`src/common/ssic_pkg.sv`:
```
// Purpose: shared constants and types for the synchronous memory input control block
// Assumes: 32-bit AHB-Lite register bus, word-aligned registers
// Notes:   all offsets and field positions, and the control reset value, live here
package ssic_pkg;

    // ------------------------------------------------------------
    // geometry
    // ------------------------------------------------------------
    localparam int ADDR_W_DEF  = 18;
    localparam int LANES_DEF   = 4;
    localparam int BURST_W     = 2;
    localparam int SYNC_STAGES = 2;

    // ------------------------------------------------------------
    // register map (byte addresses)
    // ------------------------------------------------------------
    localparam logic [11:0] REG_CTRL_OFS   = 12'h000;
    localparam logic [11:0] REG_STATUS_OFS = 12'h004;
    localparam logic [11:0] REG_ADDR_OFS   = 12'h008;
    localparam logic [11:0] REG_COUNT_OFS  = 12'h00c;
    localparam int          REG_DEC_W      = 12;

    // control fields
    localparam int CTRL_ORDER_FORCE_BIT = 0;
    localparam int CTRL_ORDER_VALUE_BIT = 1;
    localparam int CTRL_CLR_COUNT_BIT   = 2;
    localparam int CTRL_W               = 2;
    localparam logic [CTRL_W-1:0] CTRL_RESET = 2'h0;

    // status fields
    localparam int STAT_ACTIVE_BIT   = 0;
    localparam int STAT_WRITE_BIT    = 1;
    localparam int STAT_COUNT_LSB    = 2;
    localparam int STAT_ILEAVE_BIT   = 4;
    localparam int STAT_STRAP_BIT    = 5;
    localparam int STAT_HOLD_BIT     = 6;
    localparam int STAT_LANES_LSB    = 8;

    // AHB encodings
    localparam logic [1:0] HTRANS_IDLE   = 2'h0;
    localparam logic [1:0] HTRANS_NONSEQ = 2'h2;
    localparam logic       HRESP_OKAY    = 1'b0;

    // access kinds
    typedef enum logic [1:0] {
        SSIC_IDLE,
        SSIC_READ,
        SSIC_WRITE
    } ssic_op_type;

endpackage : ssic_pkg

```
`src/hdl/ssic_strap_sync.sv`:
```
// Purpose: two-stage synchroniser for the static burst-order strap
// Assumes: strap changes only while the system is quiet
// Notes:   only the second stage is read outside
`timescale 1ns/10ps
`default_nettype none
module ssic_strap_sync
    import ssic_pkg::*;
(
    input  wire logic clk_sys,   // system clock
    input  wire logic rst,       // async reset, active high
    input  wire logic strap_in,  // raw strap pin
    output logic      strap_out  // synchronised strap
);

    typedef struct packed {
        logic meta;
        logic sync;
    } ssic_sync_state_type;

    ssic_sync_state_type s_q;
    ssic_sync_state_type s_d;

    always_comb begin
        s_d      = s_q;
        s_d.meta = strap_in;
        s_d.sync = s_q.meta;
    end

    // open strap reads high, so reset to interleaved
    always_ff @(posedge clk_sys or posedge rst) begin
        if (rst) begin
            s_q <= '{meta: 1'b1, sync: 1'b1};
        end else begin
            s_q <= s_d;
        end
    end

    assign strap_out = s_q.sync;

endmodule // ssic_strap_sync
`default_nettype wire

```
`src/hdl/ssic_burst_seq.sv`:
```
// Purpose: next burst location within a four-location group
// Assumes: step index counts 0..3 from the loaded start
// Notes:   pure combinational; never touches upper address bits
`timescale 1ns/10ps
`default_nettype none
module ssic_burst_seq
    import ssic_pkg::*;
(
    input  wire logic [BURST_W-1:0] start,      // loaded low address bits
    input  wire logic [BURST_W-1:0] step_idx,   // current step index
    input  wire logic               interleave, // 1 interleaved, 0 linear
    output logic      [BURST_W-1:0] next_idx,   // step index after advance
    output logic      [BURST_W-1:0] next_loc    // low bits of next location
);

    always_comb begin
        next_idx = step_idx + 2'h1;
        if (interleave) begin
            next_loc = start ^ next_idx;
        end else begin
            next_loc = start + next_idx;
        end
    end

endmodule // ssic_burst_seq
`default_nettype wire

```
`src/hdl/ssic_top.sv`:
```
// Purpose: input capture and access control of a flow-through burst memory
// Assumes: the controller drives the memory pins from clk_sys, so they need no synchroniser
// Notes:   registers over AHB-Lite, zero wait states, always OKAY
//
// How it works
// - Address inputs are captured on qualified, selected load edges and pick one storage location.
// - The two lowest address bits seed a two-bit burst counter that walks the burst.
// - Each byte write select is active low and sampled on the rising edge.
// - A byte lane is written only when its select is low and the access, set by the write strobe at load, is a write.
// - The write strobe is sampled only on edges where the clock qualifier is low.
// - Advance/load high on a qualified edge steps the burst counter to the next location while an access is in progress.
// - Advance/load low on a qualified edge loads the presented address as a new access if selected, else ends the access.
// - Edges with the clock qualifier high change no access state; they only set the hold flag and end the fire pulse.
// - One clock registers every synchronous control, address and write-select input.
// - A high qualifier freezes state and extends the previous cycle without deselecting.
// - The device is selected only with first select low, second high and third low.
// - With the order force bit clear, the burst-order strap low gives linear order, high or open gives interleaved.
`timescale 1ns/10ps
`default_nettype none
module ssic_top
    import ssic_pkg::*;
#(
    parameter int ADDR_W = ADDR_W_DEF,
    parameter int LANES  = LANES_DEF
)(
    input  wire logic              clk_sys,          // system clock, 200 MHz
    input  wire logic              rst,              // async reset, active high
    // memory pins from the controller
    input  wire logic [ADDR_W-1:0] mem_addr,         // address, low two bits burst start
    input  wire logic [LANES-1:0]  lane_write_sel_n, // byte write selects, active low
    input  wire logic              write_strobe_n,   // write strobe, active low
    input  wire logic              step_or_load,     // 1 advance, 0 load
    input  wire logic              clock_qualifier_n,// clock qualifier, active low
    input  wire logic              select_first_n,   // chip select one, active low
    input  wire logic              select_second,    // chip select two, active high
    input  wire logic              select_third_n,   // chip select three, active low
    input  wire logic              burst_order_strap,// 0 linear, 1 interleaved
    // access towards the array
    output logic      [ADDR_W-1:0] acc_addr,         // current location
    output logic      [BURST_W-1:0] acc_burst,       // burst counter value
    output logic                   acc_active,       // an access is in progress
    output logic                   acc_write,        // current access is a write
    output logic      [LANES-1:0]  acc_lane_we,      // per-lane write enables
    output logic                   acc_fire,         // pulse per qualified active edge
    // AHB-Lite slave
    input  wire logic              hsel,             // slave select
    input  wire logic [31:0]       haddr,            // byte address
    input  wire logic [1:0]        htrans,           // transfer type
    input  wire logic              hwrite,           // write transfer
    input  wire logic [2:0]        hsize,            // transfer size
    input  wire logic [31:0]       hwdata,           // write data
    input  wire logic              hready,           // bus ready
    output logic                   hreadyout,        // slave ready
    output logic                   hresp,            // response
    output logic      [31:0]       hrdata            // read data
);

    // ------------------------------------------------------------
    // state
    // ------------------------------------------------------------
    typedef struct packed {
        logic [ADDR_W-1:0]  addr;
        logic [BURST_W-1:0] start;
        logic [BURST_W-1:0] step_idx;
        logic [BURST_W-1:0] loc;
        ssic_op_type        op;
        logic [LANES-1:0]   lane_we;
        logic               fire;
        logic               hold;
        logic [CTRL_W-1:0]  ctrl;
        logic [31:0]        load_count;
        logic               dph_write;
        logic [REG_DEC_W-1:0] dph_addr;
        logic [31:0]        rdata;
    } ssic_state_type;

    ssic_state_type s_q;
    ssic_state_type s_d;

    logic               strap_sync;
    logic               interleave;
    logic               selected;
    logic               qualified;
    logic [BURST_W-1:0] nxt_idx;
    logic [BURST_W-1:0] nxt_loc;
    logic               ahb_take;
    logic [31:0]        status_word;

    // ------------------------------------------------------------
    // helpers
    // ------------------------------------------------------------
    function automatic logic [31:0] read_mux(input logic [REG_DEC_W-1:0] ofs,
                                             input logic [CTRL_W-1:0]    ctrl,
                                             input logic [31:0]          status,
                                             input logic [ADDR_W-1:0]    addr,
                                             input logic [31:0]          count);
        logic [31:0] r;
        r = 32'h0000_0000;
        case (ofs)
            REG_CTRL_OFS:   r[CTRL_W-1:0] = ctrl;
            REG_STATUS_OFS: r = status;
            REG_ADDR_OFS:   r[ADDR_W-1:0] = addr;
            REG_COUNT_OFS:  r = count;
            default:        r = 32'h0000_0000;
        endcase
        return r;
    endfunction

    // ------------------------------------------------------------
    // submodules
    // ------------------------------------------------------------
    ssic_strap_sync u_strap (
        .clk_sys   (clk_sys),
        .rst       (rst),
        .strap_in  (burst_order_strap),
        .strap_out (strap_sync)
    );

    ssic_burst_seq u_seq (
        .start      (s_q.start),
        .step_idx   (s_q.step_idx),
        .interleave (interleave),
        .next_idx   (nxt_idx),
        .next_loc   (nxt_loc)
    );

    // ------------------------------------------------------------
    // decode
    // ------------------------------------------------------------
    // software may force the burst order over the strap
    assign interleave = s_q.ctrl[CTRL_ORDER_FORCE_BIT] ?
                        s_q.ctrl[CTRL_ORDER_VALUE_BIT] : strap_sync;
    assign selected   = ~select_first_n & select_second & ~select_third_n;
    assign qualified  = ~clock_qualifier_n;
    assign ahb_take   = hsel & hready & htrans[1];

    always_comb begin
        status_word = 32'h0000_0000;
        status_word[STAT_ACTIVE_BIT] = (s_q.op != SSIC_IDLE);
        status_word[STAT_WRITE_BIT]  = (s_q.op == SSIC_WRITE);
        status_word[STAT_COUNT_LSB +: BURST_W] = s_q.loc;
        status_word[STAT_ILEAVE_BIT] = interleave;
        status_word[STAT_STRAP_BIT]  = strap_sync;
        status_word[STAT_HOLD_BIT]   = s_q.hold;
        status_word[STAT_LANES_LSB +: LANES] = s_q.lane_we;
    end

    // ------------------------------------------------------------
    // next state
    // ------------------------------------------------------------
    always_comb begin
        s_d      = s_q;
        s_d.fire = 1'b0;
        s_d.hold = ~qualified;

        // memory side: all but the hold flag and fire pulse waits for a qualified edge
        if (qualified) begin
            s_d.fire = 1'b1;
            if (!step_or_load) begin
                if (selected) begin
                    s_d.addr     = mem_addr;
                    s_d.start    = mem_addr[BURST_W-1:0];
                    s_d.loc      = mem_addr[BURST_W-1:0];
                    s_d.step_idx = 2'h0;
                    s_d.load_count = s_q.load_count + 32'h0000_0001;
                    if (!write_strobe_n) begin
                        s_d.op      = SSIC_WRITE;
                        s_d.lane_we = ~lane_write_sel_n;
                    end else begin
                        s_d.op      = SSIC_READ;
                        s_d.lane_we = '0;
                    end
                end else begin
                    s_d.op      = SSIC_IDLE;
                    s_d.lane_we = '0;
                    s_d.fire    = 1'b0;
                end
            end else if (s_q.op != SSIC_IDLE) begin
                s_d.step_idx = nxt_idx;
                s_d.loc      = nxt_loc;
                s_d.addr     = {s_q.addr[ADDR_W-1:BURST_W], nxt_loc};
                if (s_q.op == SSIC_WRITE) begin
                    s_d.lane_we = ~lane_write_sel_n;
                end else begin
                    s_d.lane_we = '0;
                end
            end else begin
                // advance with no access in progress does nothing
                s_d.fire = 1'b0;
            end
        end

        // bus side: data phase of a taken write
        if (s_q.dph_write) begin
            if (s_q.dph_addr == REG_CTRL_OFS) begin
                s_d.ctrl = hwdata[CTRL_W-1:0];
                if (hwdata[CTRL_CLR_COUNT_BIT]) begin
                    s_d.load_count = 32'h0000_0000;
                end
            end
        end

        // bus side: address phase
        s_d.dph_write = 1'b0;
        if (ahb_take) begin
            s_d.dph_addr  = haddr[REG_DEC_W-1:0];
            s_d.dph_write = hwrite;
            if (!hwrite) begin
                s_d.rdata = read_mux(haddr[REG_DEC_W-1:0], s_q.ctrl, status_word,
                                     s_q.addr, s_q.load_count);
            end
        end
    end

    // ------------------------------------------------------------
    // registers
    // ------------------------------------------------------------
    always_ff @(posedge clk_sys or posedge rst) begin
        if (rst) begin
            s_q.addr       <= '0;
            s_q.start      <= 2'h0;
            s_q.step_idx   <= 2'h0;
            s_q.loc        <= 2'h0;
            s_q.op         <= SSIC_IDLE;
            s_q.lane_we    <= '0;
            s_q.fire       <= 1'b0;
            s_q.hold       <= 1'b0;
            s_q.ctrl       <= CTRL_RESET;
            s_q.load_count <= 32'h0000_0000;
            s_q.dph_write  <= 1'b0;
            s_q.dph_addr   <= '0;
            s_q.rdata      <= 32'h0000_0000;
        end else begin
            s_q <= s_d;
        end
    end

    // ------------------------------------------------------------
    // outputs
    // ------------------------------------------------------------
    assign acc_addr    = s_q.addr;
    assign acc_burst   = s_q.loc;
    assign acc_active  = (s_q.op != SSIC_IDLE);
    assign acc_write   = (s_q.op == SSIC_WRITE);
    assign acc_lane_we = s_q.lane_we;
    assign acc_fire    = s_q.fire;
    assign hreadyout   = 1'b1;
    assign hresp       = HRESP_OKAY;
    assign hrdata      = s_q.rdata;

endmodule // ssic_top
`default_nettype wire

```
`config.mk`:
```
export PLATFORM = sky130hd
export DESIGN_NAME = ssic_top
export DESIGN_NICKNAME = d
export VERILOG_FILES = /design/src/common/ssic_pkg.sv /design/src/hdl/ssic_strap_sync.sv /design/src/hdl/ssic_burst_seq.sv /design/src/hdl/ssic_top.sv
export SDC_FILE = /design/constraint.sdc
export NUM_CORES = 1
export LEC_CHECK = 0
export BUFFER_PORTS_ARGS = -buffer_cell sky130_fd_sc_hd__buf_2
export CAP_MARGIN = 20
export CORE_ASPECT_RATIO = 1.4
export CORE_MARGIN = 5
export CORE_UTILIZATION = 56
export DETAILED_ROUTE_END_ITERATION = 10
export HOLD_SLACK_MARGIN = 0.06
export PLACE_DENSITY = 0.85
export SYNTH_ARGS = -nofsm -noshare
export SYNTH_HDL_FRONTEND = slang
export SYNTH_SLANG_ARGS = --single-unit
export TNS_END_PERCENT = 100
```
`constraint.sdc`:
```
create_clock -name clk_sys -period 5.6 [get_ports clk_sys]
set_input_delay 0.84 -clock clk_sys [delete_from_list [all_inputs] [get_ports clk_sys]]
set_output_delay 0.84 -clock clk_sys [all_outputs]
set_load 0.05 [all_outputs]
```
==> results of run 1 <==
## worst register-to-register path: cells and delay by family (launching register included)
family	cells	cell delay [ps]
fa+ha+maj	1	200
flops	1	450
compound gates	1	190
simple gates	3	1210
## where the power goes
part / internal (mW) / total (mW) / switching, mW
sequential: 0.873 / 0.942 / 0.0694
clock: 0.324 / 0.606 / 0.281
combinational: 0.132 / 0.404 / 0.272
## cell families after synthesis
| logic type | synth area share, % |
|---|---|
| buffers and inverters | 10.7 |
| adder cells (fa/ha/maj) | 0.444 |
| flip-flops | 49.3 |
| other | 0.133 |
| AO/OA/AOI/OAI | 13.2 |
| multiplexers | 9.37 |
| AND/OR/NAND/NOR | 15.1 |
| XOR/XNOR | 1.86 |
## sequential cells by signal, summed over array words and instances, names as in the netlist
signal and flops:
acc_addr 18, s_q 54, u_strap.strap_out 1, acc_fire 1
u_strap.s_d 1, hrdata 32, acc_lane_we 4
## layer usage
metal  wire (um)  GRT usage [%]  part of all wire (%)  vias to the layer above
li1            -              -                     -                     1951
met3         880           4.74                   6.9                       32
met5           0              0                     0                        -
met1        5050           27.4                    39                     2135
met2        6580           37.4                    51                      167
met4         306           8.16                   2.4                        0
## cell usage after synthesis (all sizes together)
master,count
nor3b,1
a21o,8
nor2,21
or3,3
nor2b,4
and4bb,1
clkbuf,19
and3,3
and2,4
nand4b,2
dfrtp,109
nand2,40
o21ai,14
o31a,1
a22o,18
xor2,6
nor4,8
xnor2,6
o22ai,4
a22oi,8
mux2i,10
nand4,13
ha,2
or4bb,2
mux2,34
o31ai,28
nor4b,1
o21ba,1
or4,19
mux4,2
dfstp,2
and4,4
nor3,4
a21oi,23
nand3,17
o21bai,2
or2,2
or3b,2
o211ai,1
conb,2
buf,63
inv,14
## stage by stage
| stage | total power [mW] | hold WS, ps | cell area (um2) | instances | worst slack, ps |
|---|---|---|---|---|---|
| CTS | 1.96 | 360 | 6140 | 710 | 3010 |
| detailed placement | 1.36 | 350 | 5850 | 694 | 2670 |
| global route | 2.03 | 367 | 6140 | 710 | 2870 |
| floorplan | 1.31 | 345 | 5640 | 528 | 1830 |
| global placement | 1.34 | 346 | 5850 | 694 | 2700 |
| finish | 1.95 | 360 | 6140 | 710 | 3020 |
## worst paths after layout
path / from / slack (ps) / cells after the start / to
worst max-delay path: step_or_load / 3020 / 5 / s_q[64]$_DFF_PP0_
worst min-delay path: u_strap.s_d[0]$_DFF_PP1_ / 360 / 0 / u_strap.strap_out$_DFF_PP1_
worst max register to register: s_q[45]$_DFF_PP0_ / 3470 / 5 / s_q[67]$_DFF_PP0_
worst min register to register: u_strap.s_d[0]$_DFF_PP1_ / 360 / 0 / u_strap.strap_out$_DFF_PP1_
max in group asynchronous: rst / 3830 / 3 / s_q[89]$_DFFE_PP0P_
min in group asynchronous: rst / 630 / 2 / hrdata[13]$_DFFE_PP0P_
## area by class of cell
cell class | instances | area [um2]
Clock buffer | 11 | 253
Clock inverter | 5 | 32.5
Fill cell | 816 | 3760
Inverter | 14 | 55.1
Multi-Input combinational cell | 321 | 2270
Sequential cell | 111 | 2780
Tap cell | 135 | 169
Timing Repair Buffer | 113 | 578
## cells in the final DEF (no fill, tap or decap), types with 12 or more instances in the layout
| cell | count |
|---|---|
| mux2_2 | 34 |
| nand3_1 | 17 |
| nand4_1 | 12 |
| o21ai_0 | 14 |
| a21oi_1 | 23 |
| o31ai_1 | 28 |
| nor2_1 | 21 |
| or4_1 | 18 |
| nand2_1 | 40 |
| dfrtp_1 | 109 |
| a22o_1 | 18 |
| buf_2 | 108 |
| inv_1 | 13 |
==> impl_metrics.env, run 1 <==
export IMPL_synth_top_area_cell="dfrtp_1"
export IMPL_hold_viol=0
export IMPL_diodes=0
export IMPL_path_class="input pin to flop"
export IMPL_wl_per_cell_um=18.1
export IMPL_crit_family="simple AND/OR/NAND/NOR gates"
export IMPL_drtAntennaViolNets=0
export IMPL_crit_path_start_kind="input pin"
export IMPL_yosys_top_cells_area="dfrtp_1 (48%), buf_4 (8.0%), mux2_2 (6.8%), o31ai_1 (3.7%), a22o_1 (2.8%)"
export IMPL_synth_cell_type_count=51
export IMPL_syn_to_final_growth_pct=8.85
export IMPL_drtIter0Drc=285
export IMPL_grt_pass1_wl_mm=20.9
export IMPL_seq_area_frac_synth_pct=49.3
export IMPL_outcome="complete, no violations"
export IMPL_hpwl_mm=9.24
export IMPL_crit_buf_inv=1
export IMPL_hold_class="flop to flop"
export IMPL_routed_via_count=4285
export IMPL_ir_drop_v=0.000309
export IMPL_path_max_fanout=16
export IMPL_netlist_area_leader_share_pct=48.4
export IMPL_die_w_um=94.8
export IMPL_gp_congestion=0.798
export IMPL_maxCapViolations=0
export IMPL_max_freq_mhz=387
export IMPL_slowest_stage="or4_1"
export IMPL_ys_ff_latch=111
export IMPL_powerDensity_nw_per_um2=318
export IMPL_synth_area_um2=5640
export IMPL_max_slew_margin_pct=45.0
export IMPL_portBuffers=108
export IMPL_cts_max_level=3
export IMPL_avgSynthCellArea_um2=10.7
export IMPL_slew_viol_final=0
export IMPL_clockRootBuffer="clkbuf_16"
export IMPL_fin_util_pct=62.0
export IMPL_grt_pass1_vias=4233
export IMPL_rows=43
export IMPL_rsz0062_at_grt="no"
export IMPL_cts_tree="yes"
export IMPL_tightest_slew_ps=822
export IMPL_synth_fp_nets=633
export IMPL_antenna_found_initial=0
export IMPL_cts_hold_buffers=0
export IMPL_coreArea_um2=9900
export IMPL_initial_core_util_pct=57.0
export IMPL_clk_latency_ps=350
export IMPL_arrival_ps=2850
export IMPL_cts_max_path_buffers=2
export IMPL_clk_pin_slew_worst_paths_ps=70
export IMPL_required_ps=5870
export IMPL_die_area_um2=12200
export IMPL_drc=0
export IMPL_fp_dieH_um=129
export IMPL_crit_path_max_incr_delay_ps=650
export IMPL_finalCritPeriodShare_pct=46.1
export IMPL_finalCriticalPeriod_ps=2580
export IMPL_grt_max_degree=61
export IMPL_grt_ovfl_total=0
export IMPL_numCtsBuffers=9
export IMPL_drive_above_1_share_pct=32.0
export IMPL_final_nets=675
export IMPL_track_usage_pct=22.0
export IMPL_synthCells=528
export IMPL_clock_sinks=111
export IMPL_vias_per_cell=6.04
export IMPL_post_cts_resized=0
export IMPL_worst_setup_path_end_kind="flop"
export IMPL_cts_setup_buffers=0
export IMPL_first_pass_iters=5
export IMPL_leakage_nw=2.91
export IMPL_setup_viol=0
export IMPL_finalWirelength_mm=12.8
export IMPL_yosysWarnings=0
export IMPL_cp_cell_sequence="buf_2 -> nor2_1 -> nand3_1 -> or4_1 -> a21oi_1"
export IMPL_io_pins=164
export IMPL_fin_setup_tns_ps=0
export IMPL_clock_skew_ps=5.86
No activity file was read; power rests on OpenSTA's default activity.
==> inputs of run 2 (changes only) <==
--- a/config.mk
+++ b/config.mk
@@ -5,14 +5,15 @@
 export SDC_FILE = /design/constraint.sdc
 export NUM_CORES = 1
 export LEC_CHECK = 0
+export ABC_AREA = 1
 export BUFFER_PORTS_ARGS = -buffer_cell sky130_fd_sc_hd__buf_2
 export CAP_MARGIN = 20
 export CORE_ASPECT_RATIO = 1.4
 export CORE_MARGIN = 5
-export CORE_UTILIZATION = 56
+export CORE_UTILIZATION = 48
 export DETAILED_ROUTE_END_ITERATION = 10
 export HOLD_SLACK_MARGIN = 0.06
-export PLACE_DENSITY = 0.85
+export PLACE_DENSITY = 0.77
 export SYNTH_ARGS = -nofsm -noshare
 export SYNTH_HDL_FRONTEND = slang
 export SYNTH_SLANG_ARGS = --single-unit
==> constraint.sdc (replaced) <==
create_clock -name clk_sys -period 2.3 [get_ports clk_sys]
set_input_delay 0.345 -clock clk_sys [delete_from_list [all_inputs] [get_ports clk_sys]]
set_output_delay 0.345 -clock clk_sys [all_outputs]
set_load 0.05 [all_outputs]
==> run 2 against run 1 <==
Compared with the run above: clock power grew to 2.6 times the previous value; area after synthesis increased by 6.8%; register-to-register slack got worse by 2900 ps; power increased by 140%; sequential power increased by 140%; clock skew up 7.0 ps; largest cell class unchanged.
==> impl_metrics.env, run 2 <==
export IMPL_outcome="complete, no violations"
export IMPL_synth_edf_count=0
export IMPL_hpwl_mm=10.7
export IMPL_seq_area_frac_synth_pct=46.2
export IMPL_hold_class="input pin to flop"
export IMPL_muxShareOfSynthArea_pct=0
export IMPL_portBuffers=108
export IMPL_fin_setup_tns_ps=0
export IMPL_drtAntennaViolNets=0
export IMPL_final_cell_mix="nand2_1 (225), dfrtp_1 (109), buf_2 (108)"
export IMPL_cp_cell_sequence="inv_1 -> nor2_1 -> buf_2"
export IMPL_yosys_top_cells_area="dfrtp_1 (45%), nand2_1 (14%), buf_4 (7.4%), nand3_1 (5.2%), inv_1 (4.7%)"
export IMPL_maxCapViolations=0
export IMPL_holdPathEnd="u_strap.s_d[0]$_DFF_PP1_"
export IMPL_yosysWarnings=0
export IMPL_fin_total_pwr_mw=4.73
export IMPL_worst_setup_path_end_kind="primary output"
export IMPL_grt_pass1_wl_mm=23.7
export IMPL_cts_max_level=3
export IMPL_post_cts_resized=0
export IMPL_antenna_found_initial=0
export IMPL_min_from="burst_order_strap"
export IMPL_cts_hold_buffers=0
export IMPL_cts_setup_buffers=0
export IMPL_rows=48
export IMPL_wl_per_cell_um=14.6
export IMPL_final_nets=925
export IMPL_finalWirelength_mm=14.2
export IMPL_r2r_slack_ps=570
export IMPL_synth_area_um2=6020
export IMPL_whs_path_depth=1
export IMPL_async_reset_ff_share_pct=100
export IMPL_layout_area_seq_um2=2780
export IMPL_synth_adder_area_share_pct=0.416
export IMPL_synth_compound_area_share_pct=6.17
export IMPL_drc=0
export IMPL_finalCritPeriodShare_pct=77.8
export IMPL_reg2reg_from="s_q[46]$_DFF_PP0_"
export IMPL_comb_power_share_pct=19.0
export IMPL_synth_top_family_by_area="simple AND/OR/NAND/NOR gates"
export IMPL_path_class="flop to primary output"
export IMPL_avgSynthCellArea_um2=7.85
export IMPL_synth_common_cells="nand2_1 (225), dfrtp_1 (109), inv_1 (75), nor2_1 (66), nand3_1 (62)"
export IMPL_grt_pass1_vias=4839
export IMPL_crit_path_start_kind="flop"
export IMPL_track_usage_pct=19.6
export IMPL_grt_ovfl_total=0
export IMPL_clock_sinks=111
export IMPL_diodes=0
export IMPL_clk_pin_slew_worst_paths_ps=70
export IMPL_synthCells=767
export IMPL_die_w_um=105
export IMPL_path_max_fanout=4
export IMPL_first_pass_iters=4
export IMPL_drtIter0Drc=219
export IMPL_p_sw_mw=1.54
export IMPL_synth_simple_area_share_pct=31.5
export IMPL_finalCriticalPeriod_ps=1790
export IMPL_synth_fp_nets=872
export IMPL_coreArea_um2=12300
export IMPL_final_common_cell="nand2_1"
export IMPL_initial_core_util_pct=48.9
export IMPL_die_area_um2=14900
export IMPL_synth_ff_type="dfrtp_1"
export IMPL_ys_ff_latch=111
export IMPL_p_clk_share_pct=32.9
export IMPL_fin_area_um2=6610
export IMPL_p_int_mw=3.19
export IMPL_grt_max_degree=60
export IMPL_yosysMostFrequentCell="nand2_1"
export IMPL_netlist_area_leader_share_pct=45.3
export IMPL_ir_drop_v=0.000489
export IMPL_routed_via_count=4937
export IMPL_holdWs_ps=83.9
export IMPL_clockRootBuffer="clkbuf_16"
export IMPL_p_seq_share_pct=48.1
export IMPL_placed_cell_area_um2=6310
export IMPL_setup_viol=0
export IMPL_clk_latency_ps=350
export IMPL_max_freq_mhz=559
export IMPL_rr_worst_depth=9
export IMPL_dp_slack_ps=380
export IMPL_cts_max_path_buffers=2
export IMPL_top_register="s_q"
export IMPL_io_pins=164
export IMPL_largest_reg_flops=54
export IMPL_hold_viol=0
export IMPL_tightest_slew_ps=1030
export IMPL_max_slew_margin_pct=31.4
export IMPL_gp_congestion=0.900
export IMPL_crit_path_max_incr_delay_ps=340
export IMPL_cts_tree="yes"
export IMPL_powerDensity_nw_per_um2=715
export IMPL_synth_cell_type_count=42
export IMPL_vias_per_cell=5.06
export IMPL_clock_skew_ps=12.9
export IMPL_fp_dieH_um=143
export IMPL_r2r_end="s_q[73]$_DFF_PP0_"
export IMPL_arrival_ps=1440
export IMPL_rsz0062_at_grt="no"
export IMPL_synth_xor_area_share_pct=1.89
export IMPL_netSwitchingFraction_pct=32.6
export IMPL_setup_slack_ps=512
export IMPL_slowest_stage="nor2_1"
export IMPL_multi_input_area_um2=2420
export IMPL_leakage_nw=3.64
export IMPL_synth_top_area_cell="dfrtp_1"
export IMPL_required_ps=1960
export IMPL_n_fill_cell=1175
export IMPL_slew_viol_final=0
export IMPL_numCtsBuffers=9
export IMPL_drive_above_1_share_pct=20.6
export IMPL_syn_to_final_growth_pct=9.77
[run 2: cell count changes after synthesis, sizes merged, moves of 10 or more]
cell | previous run | this run
clkbuf | 19 | 8
mux2 | 34 | 0
o21ai | 14 | 48
a22o | 18 | 0
o31ai | 28 | 0
nor2 | 21 | 78
or4 | 19 | 0
a21oi | 23 | 11
nand3 | 17 | 67
mux2i | 10 | 0
nor3 | 4 | 19
inv | 14 | 78
nand2 | 40 | 229
[run 2: layer usage]
metal / vias to the layer above / global-route usage, % / part of all wire (%)
met3: 22 / 2.81 / 4.8
met5: - / 0 / 0
met1: 2298 / 25.2 / 43
met2: 134 / 33.7 / 50
li1: 2483 / - / -
met4: 0 / 6.94 / 2.0
[run 2: final cells by class]
class	instances	area share, %
Clock inverter	4	0.549
Sequential cell	111	42.1
Inverter	79	4.54
Timing Repair Buffer	119	9.43
Tap cell	150	2.84
Multi-Input combinational cell	500	36.6
Clock buffer	12	4.03
[run 2: power groups by stage]
stage / Combinational, mW / Clock (mW) / Sequential [mW]
6_report: 0.898 / 1.55 / 2.27
5_1_grt: 0.989 / 1.65 / 2.30
4_1_cts: 0.911 / 1.58 / 2.27
3_5_place_dp: 0.908 / 0 / 2.31
3_3_place_gp: 0.892 / 0 / 2.30
2_1_floorplan: 0.831 / 0 / 2.26
[run 2: worst max-delay path, delay by kind of cell (launching register included)]
family	cells	cell delay, ps
and+or+nand+nor	1	340
DFF	1	320
buffers and inverters	2	430
[run 2: through the flow]
step                      std cells  util (%)
after detailed placement        959      51.2
after CTS                       975      53.7
final                           975      53.7
after global placement          959      51.2
after global routing            975      53.7
after floorplan                 767         -
[run 2: logic make-up (layout without fill, tap and decap cells)]
| kind of cell | Yosys count | in the layout |
|---|---|---|
| buffers and inverters | 156 | 214 |
| XOR/XNOR | 13 | 13 |
| AND/OR/NAND/NOR | 415 | 415 |
| adder cells (fa/ha/maj) | 2 | 2 |
| AO/OA/AOI/OAI | 68 | 68 |
| other | 2 | 2 |
| flip-flops | 111 | 111 |
[run 2: worst max-delay path by stage]
| stage | start | depth (start not counted) | endpoint | slack, ps |
|---|---|---|---|---|
| after global routing | s_q[46]$_DFF_PP0_ | 11 | s_q[71]$_DFF_PP0_ | 440 |
| final | s_q[86]$_DFFE_PP0P_ | 3 | acc_write | 510 |
| after floorplan | rst | 1 | acc_addr[0]$_DFFE_PP0P_ | 610 |
| after detailed placement | select_third_n | 10 | s_q[73]$_DFF_PP0_ | 380 |
| after global placement | select_third_n | 10 | s_q[73]$_DFF_PP0_ | 390 |
| after CTS | s_q[86]$_DFFE_PP0P_ | 3 | acc_write | 500 |
==> inputs of run 3 (changes only) <==
--- a/config.mk
+++ b/config.mk
@@ -5,15 +5,15 @@
 export SDC_FILE = /design/constraint.sdc
 export NUM_CORES = 1
 export LEC_CHECK = 0
-export ABC_AREA = 1
+export ABC_AREA = 0
 export BUFFER_PORTS_ARGS = -buffer_cell sky130_fd_sc_hd__buf_2
 export CAP_MARGIN = 20
 export CORE_ASPECT_RATIO = 1.4
 export CORE_MARGIN = 5
-export CORE_UTILIZATION = 48
+export CORE_UTILIZATION = 47
 export DETAILED_ROUTE_END_ITERATION = 10
 export HOLD_SLACK_MARGIN = 0.06
-export PLACE_DENSITY = 0.77
+export PLACE_DENSITY = 0.76
 export SYNTH_ARGS = -nofsm -noshare
 export SYNTH_HDL_FRONTEND = slang
 export SYNTH_SLANG_ARGS = --single-unit
==> constraint.sdc (replaced) <==
create_clock -name clk_sys -period 1.6 [get_ports clk_sys]
set_input_delay 0.24 -clock clk_sys [delete_from_list [all_inputs] [get_ports clk_sys]]
set_output_delay 0.24 -clock clk_sys [all_outputs]
set_load 0.05 [all_outputs]
==> run 3 against run 2 <==
Compared with the run above: the run now ends with negative setup slack left; worst hold slack gained 4.9 ps; wire length grew 7.2%; setup slack lost 780 ps; largest power group unchanged; highest routed layer unchanged; first-iteration DRC count grew 5.9%; clock skew shrank 3.3 ps; critical path type is now flop to flop; flip-flop and latch count is the same.
==> impl_metrics.env, run 3 (synthesis results as in run 1) <==
export IMPL_outcome="complete, but fails checks"
export IMPL_failed_checks="negative setup slack"
export IMPL_initial_core_util_pct=47.7
export IMPL_maxCapViolations=0
export IMPL_grt_max_degree=38
export IMPL_drtIter0Drc=232
export IMPL_fp_dieH_um=140
export IMPL_rr_worst_depth=4
export IMPL_path_class="flop to flop"
export IMPL_clock_sinks=111
export IMPL_antenna_found_initial=0
export IMPL_syn_to_final_growth_pct=30.9
export IMPL_finalCriticalPeriod_ps=1870
export IMPL_cts_max_level=3
export IMPL_finalWirelength_mm=15.2
export IMPL_r2r_slack_ps=-270
export IMPL_final_common_cell="dfrtp_1"
export IMPL_diodes=0
export IMPL_grt_pass1_wl_mm=23.8
export IMPL_rsz0062_at_grt="yes"
export IMPL_hpwl_mm=10.7
export IMPL_grt_ovfl_total=0
export IMPL_clockRootBuffer="clkbuf_16"
export IMPL_die_w_um=103
export IMPL_max_freq_mhz=536
export IMPL_ir_drop_v=0.00101
export IMPL_track_usage_pct=21.2
export IMPL_holdPathEnd="s_q[86]$_DFFE_PP0P_"
export IMPL_final_cell_mix="dfrtp_1 (109), buf_2 (108), buf_4 (79)"
export IMPL_top_register="s_q"
export IMPL_leakage_nw=3.49
export IMPL_cts_tree="yes"
export IMPL_portBuffers=108
export IMPL_r2r_end="s_q[71]$_DFF_PP0_"
export IMPL_worst_setup_path_end_kind="flop"
export IMPL_io_pins=164
export IMPL_dpl_cell_count=779
export IMPL_crit_path_start_kind="flop"
export IMPL_slew_viol_final=0
export IMPL_gp_congestion=0.883
export IMPL_holdWs_ps=88.8
export IMPL_powerDensity_nw_per_um2=978
export IMPL_drc=0
export IMPL_clk_latency_ps=350
export IMPL_min_from="write_strobe_n"
export IMPL_first_pass_iters=5
export IMPL_cts_max_path_buffers=2
export IMPL_wl_per_cell_um=18.6
export IMPL_required_ps=1880
export IMPL_vias_per_cell=5.78
export IMPL_coreArea_um2=11800
export IMPL_setup_slack_ps=-265
export IMPL_max_slew_margin_pct=64.3
export IMPL_largest_reg_flops=54
export IMPL_clock_skew_ps=9.51
export IMPL_routed_via_count=4739
export IMPL_grt_pass1_vias=4667
export IMPL_finalCritPeriodShare_pct=117
export IMPL_drive_above_1_share_pct=47.7
export IMPL_hold_class="input pin to flop"
export IMPL_path_max_fanout=6
export IMPL_whs_path_depth=2
export IMPL_tightest_slew_ps=534
export IMPL_setup_viol=34
export IMPL_die_area_um2=14300
export IMPL_final_nets=773
export IMPL_final_cells=820
export IMPL_rows=47
export IMPL_hold_viol=0
export IMPL_reg2reg_from="s_q[49]$_DFF_PP0_"
export IMPL_clk_pin_slew_worst_paths_ps=80
export IMPL_arrival_ps=2150
export IMPL_numCtsBuffers=9
export IMPL_drtAntennaViolNets=0
run 3: changes by cell type in the layout (fill, tap and decap cells not counted), sizes merged, moves of 20 or more:
| cell | previous run | this run |
|---|---|---|
| buf | 119 | 204 |
| inv | 78 | 15 |
| mux2 | 0 | 34 |
| nand2 | 229 | 40 |
| nand3 | 67 | 17 |
| nor2 | 78 | 21 |
| o21ai | 48 | 14 |
| o31ai | 0 | 28 |
| or4 | 0 | 20 |
run 3: how the worst max path moves through the flow:
stage | start | slack (ps) | to | cells past startpoint
after CTS | s_q[56]$_DFF_PP0_ | -220 | s_q[71]$_DFF_PP0_ | 4
after global routing | s_q[48]$_DFF_PP0_ | -310 | s_q[71]$_DFF_PP0_ | 4
final | s_q[49]$_DFF_PP0_ | -270 | s_q[71]$_DFF_PP0_ | 4
after floorplan | s_q[65]$_DFF_PP0_ | -200 | s_q[75]$_DFF_PP0_ | 5
after global placement | s_q[33]$_DFFE_PP0P_ | -150 | s_q[77]$_DFFE_PP0P_ | 5
after detailed placement | s_q[56]$_DFF_PP0_ | -220 | s_q[71]$_DFF_PP0_ | 4
run 3: critical path, stage by stage, from the launching register on:
cell	delay, ps
dfrtp_1	430
nand4_4	130
or4_4	600
or4_4	500
a21oi_2	130
run 3: per-layer routing:
| layer | GRT usage, % | share of wire, % | vias up |
|---|---|---|---|
| li1 | - | - | 2153 |
| met1 | 25.4 | 38 | 2375 |
| met2 | 37.3 | 53 | 181 |
| met3 | 3.05 | 6.3 | 30 |
| met4 | 8.43 | 3.0 | 0 |
| met5 | 0 | 0 | - |
run 3: stage by stage:
stage / setup TNS [ps] / worst slack (ps) / total power [mW] / cell area (um2) / util [%]
2_1_floorplan: -790 / -201 / 4.58 / 5690 / -
3_3_place_gp: -5880 / -154 / 4.82 / 6570 / 55.6
3_5_place_dp: -5500 / -222 / 4.88 / 6570 / 55.6
4_1_cts: -4160 / -221 / 7.16 / 7120 / 60.2
5_1_grt: -8330 / -307 / 7.46 / 7380 / 62.4
6_report: -5320 / -265 / 7.22 / 7380 / 62.4
run 3: repair_timing:
| item | in CTS | in global routing |
|---|---|---|
| pin swaps | 4 | 22 |
| setup endpoints to repair | 34 | 35 |
| resized for setup | 21 | 47 |
| gates cloned | 1 | 1 |
| endpoints found under the hold margin | 21 | 0 |
| setup buffers | 6 | 14 |
| hold buffers | 6 | 0 |
run 3: area by class of cell:
| cell class | instances | area (um2) |
|---|---|---|
| clock inverter | 6 | 68.8 |
| timing repair buffer | 210 | 1500 |
| clock buffer | 10 | 229 |
| sequential | 111 | 2780 |
| multi-input combinational | 322 | 2560 |
| tap | 147 | 184 |
| inverter | 14 | 56.3 |
| fill | 899 | 4440 |
run 3: power breakdown:
group / total [mW] / leakage [nW] / internal [mW] / switching [mW]
Clock: 2.30 / 0.143 / 1.23 / 1.07
Sequential: 3.29 / 1.47 / 3.05 / 0.236
Combinational: 1.63 / 1.88 / 0.599 / 1.03
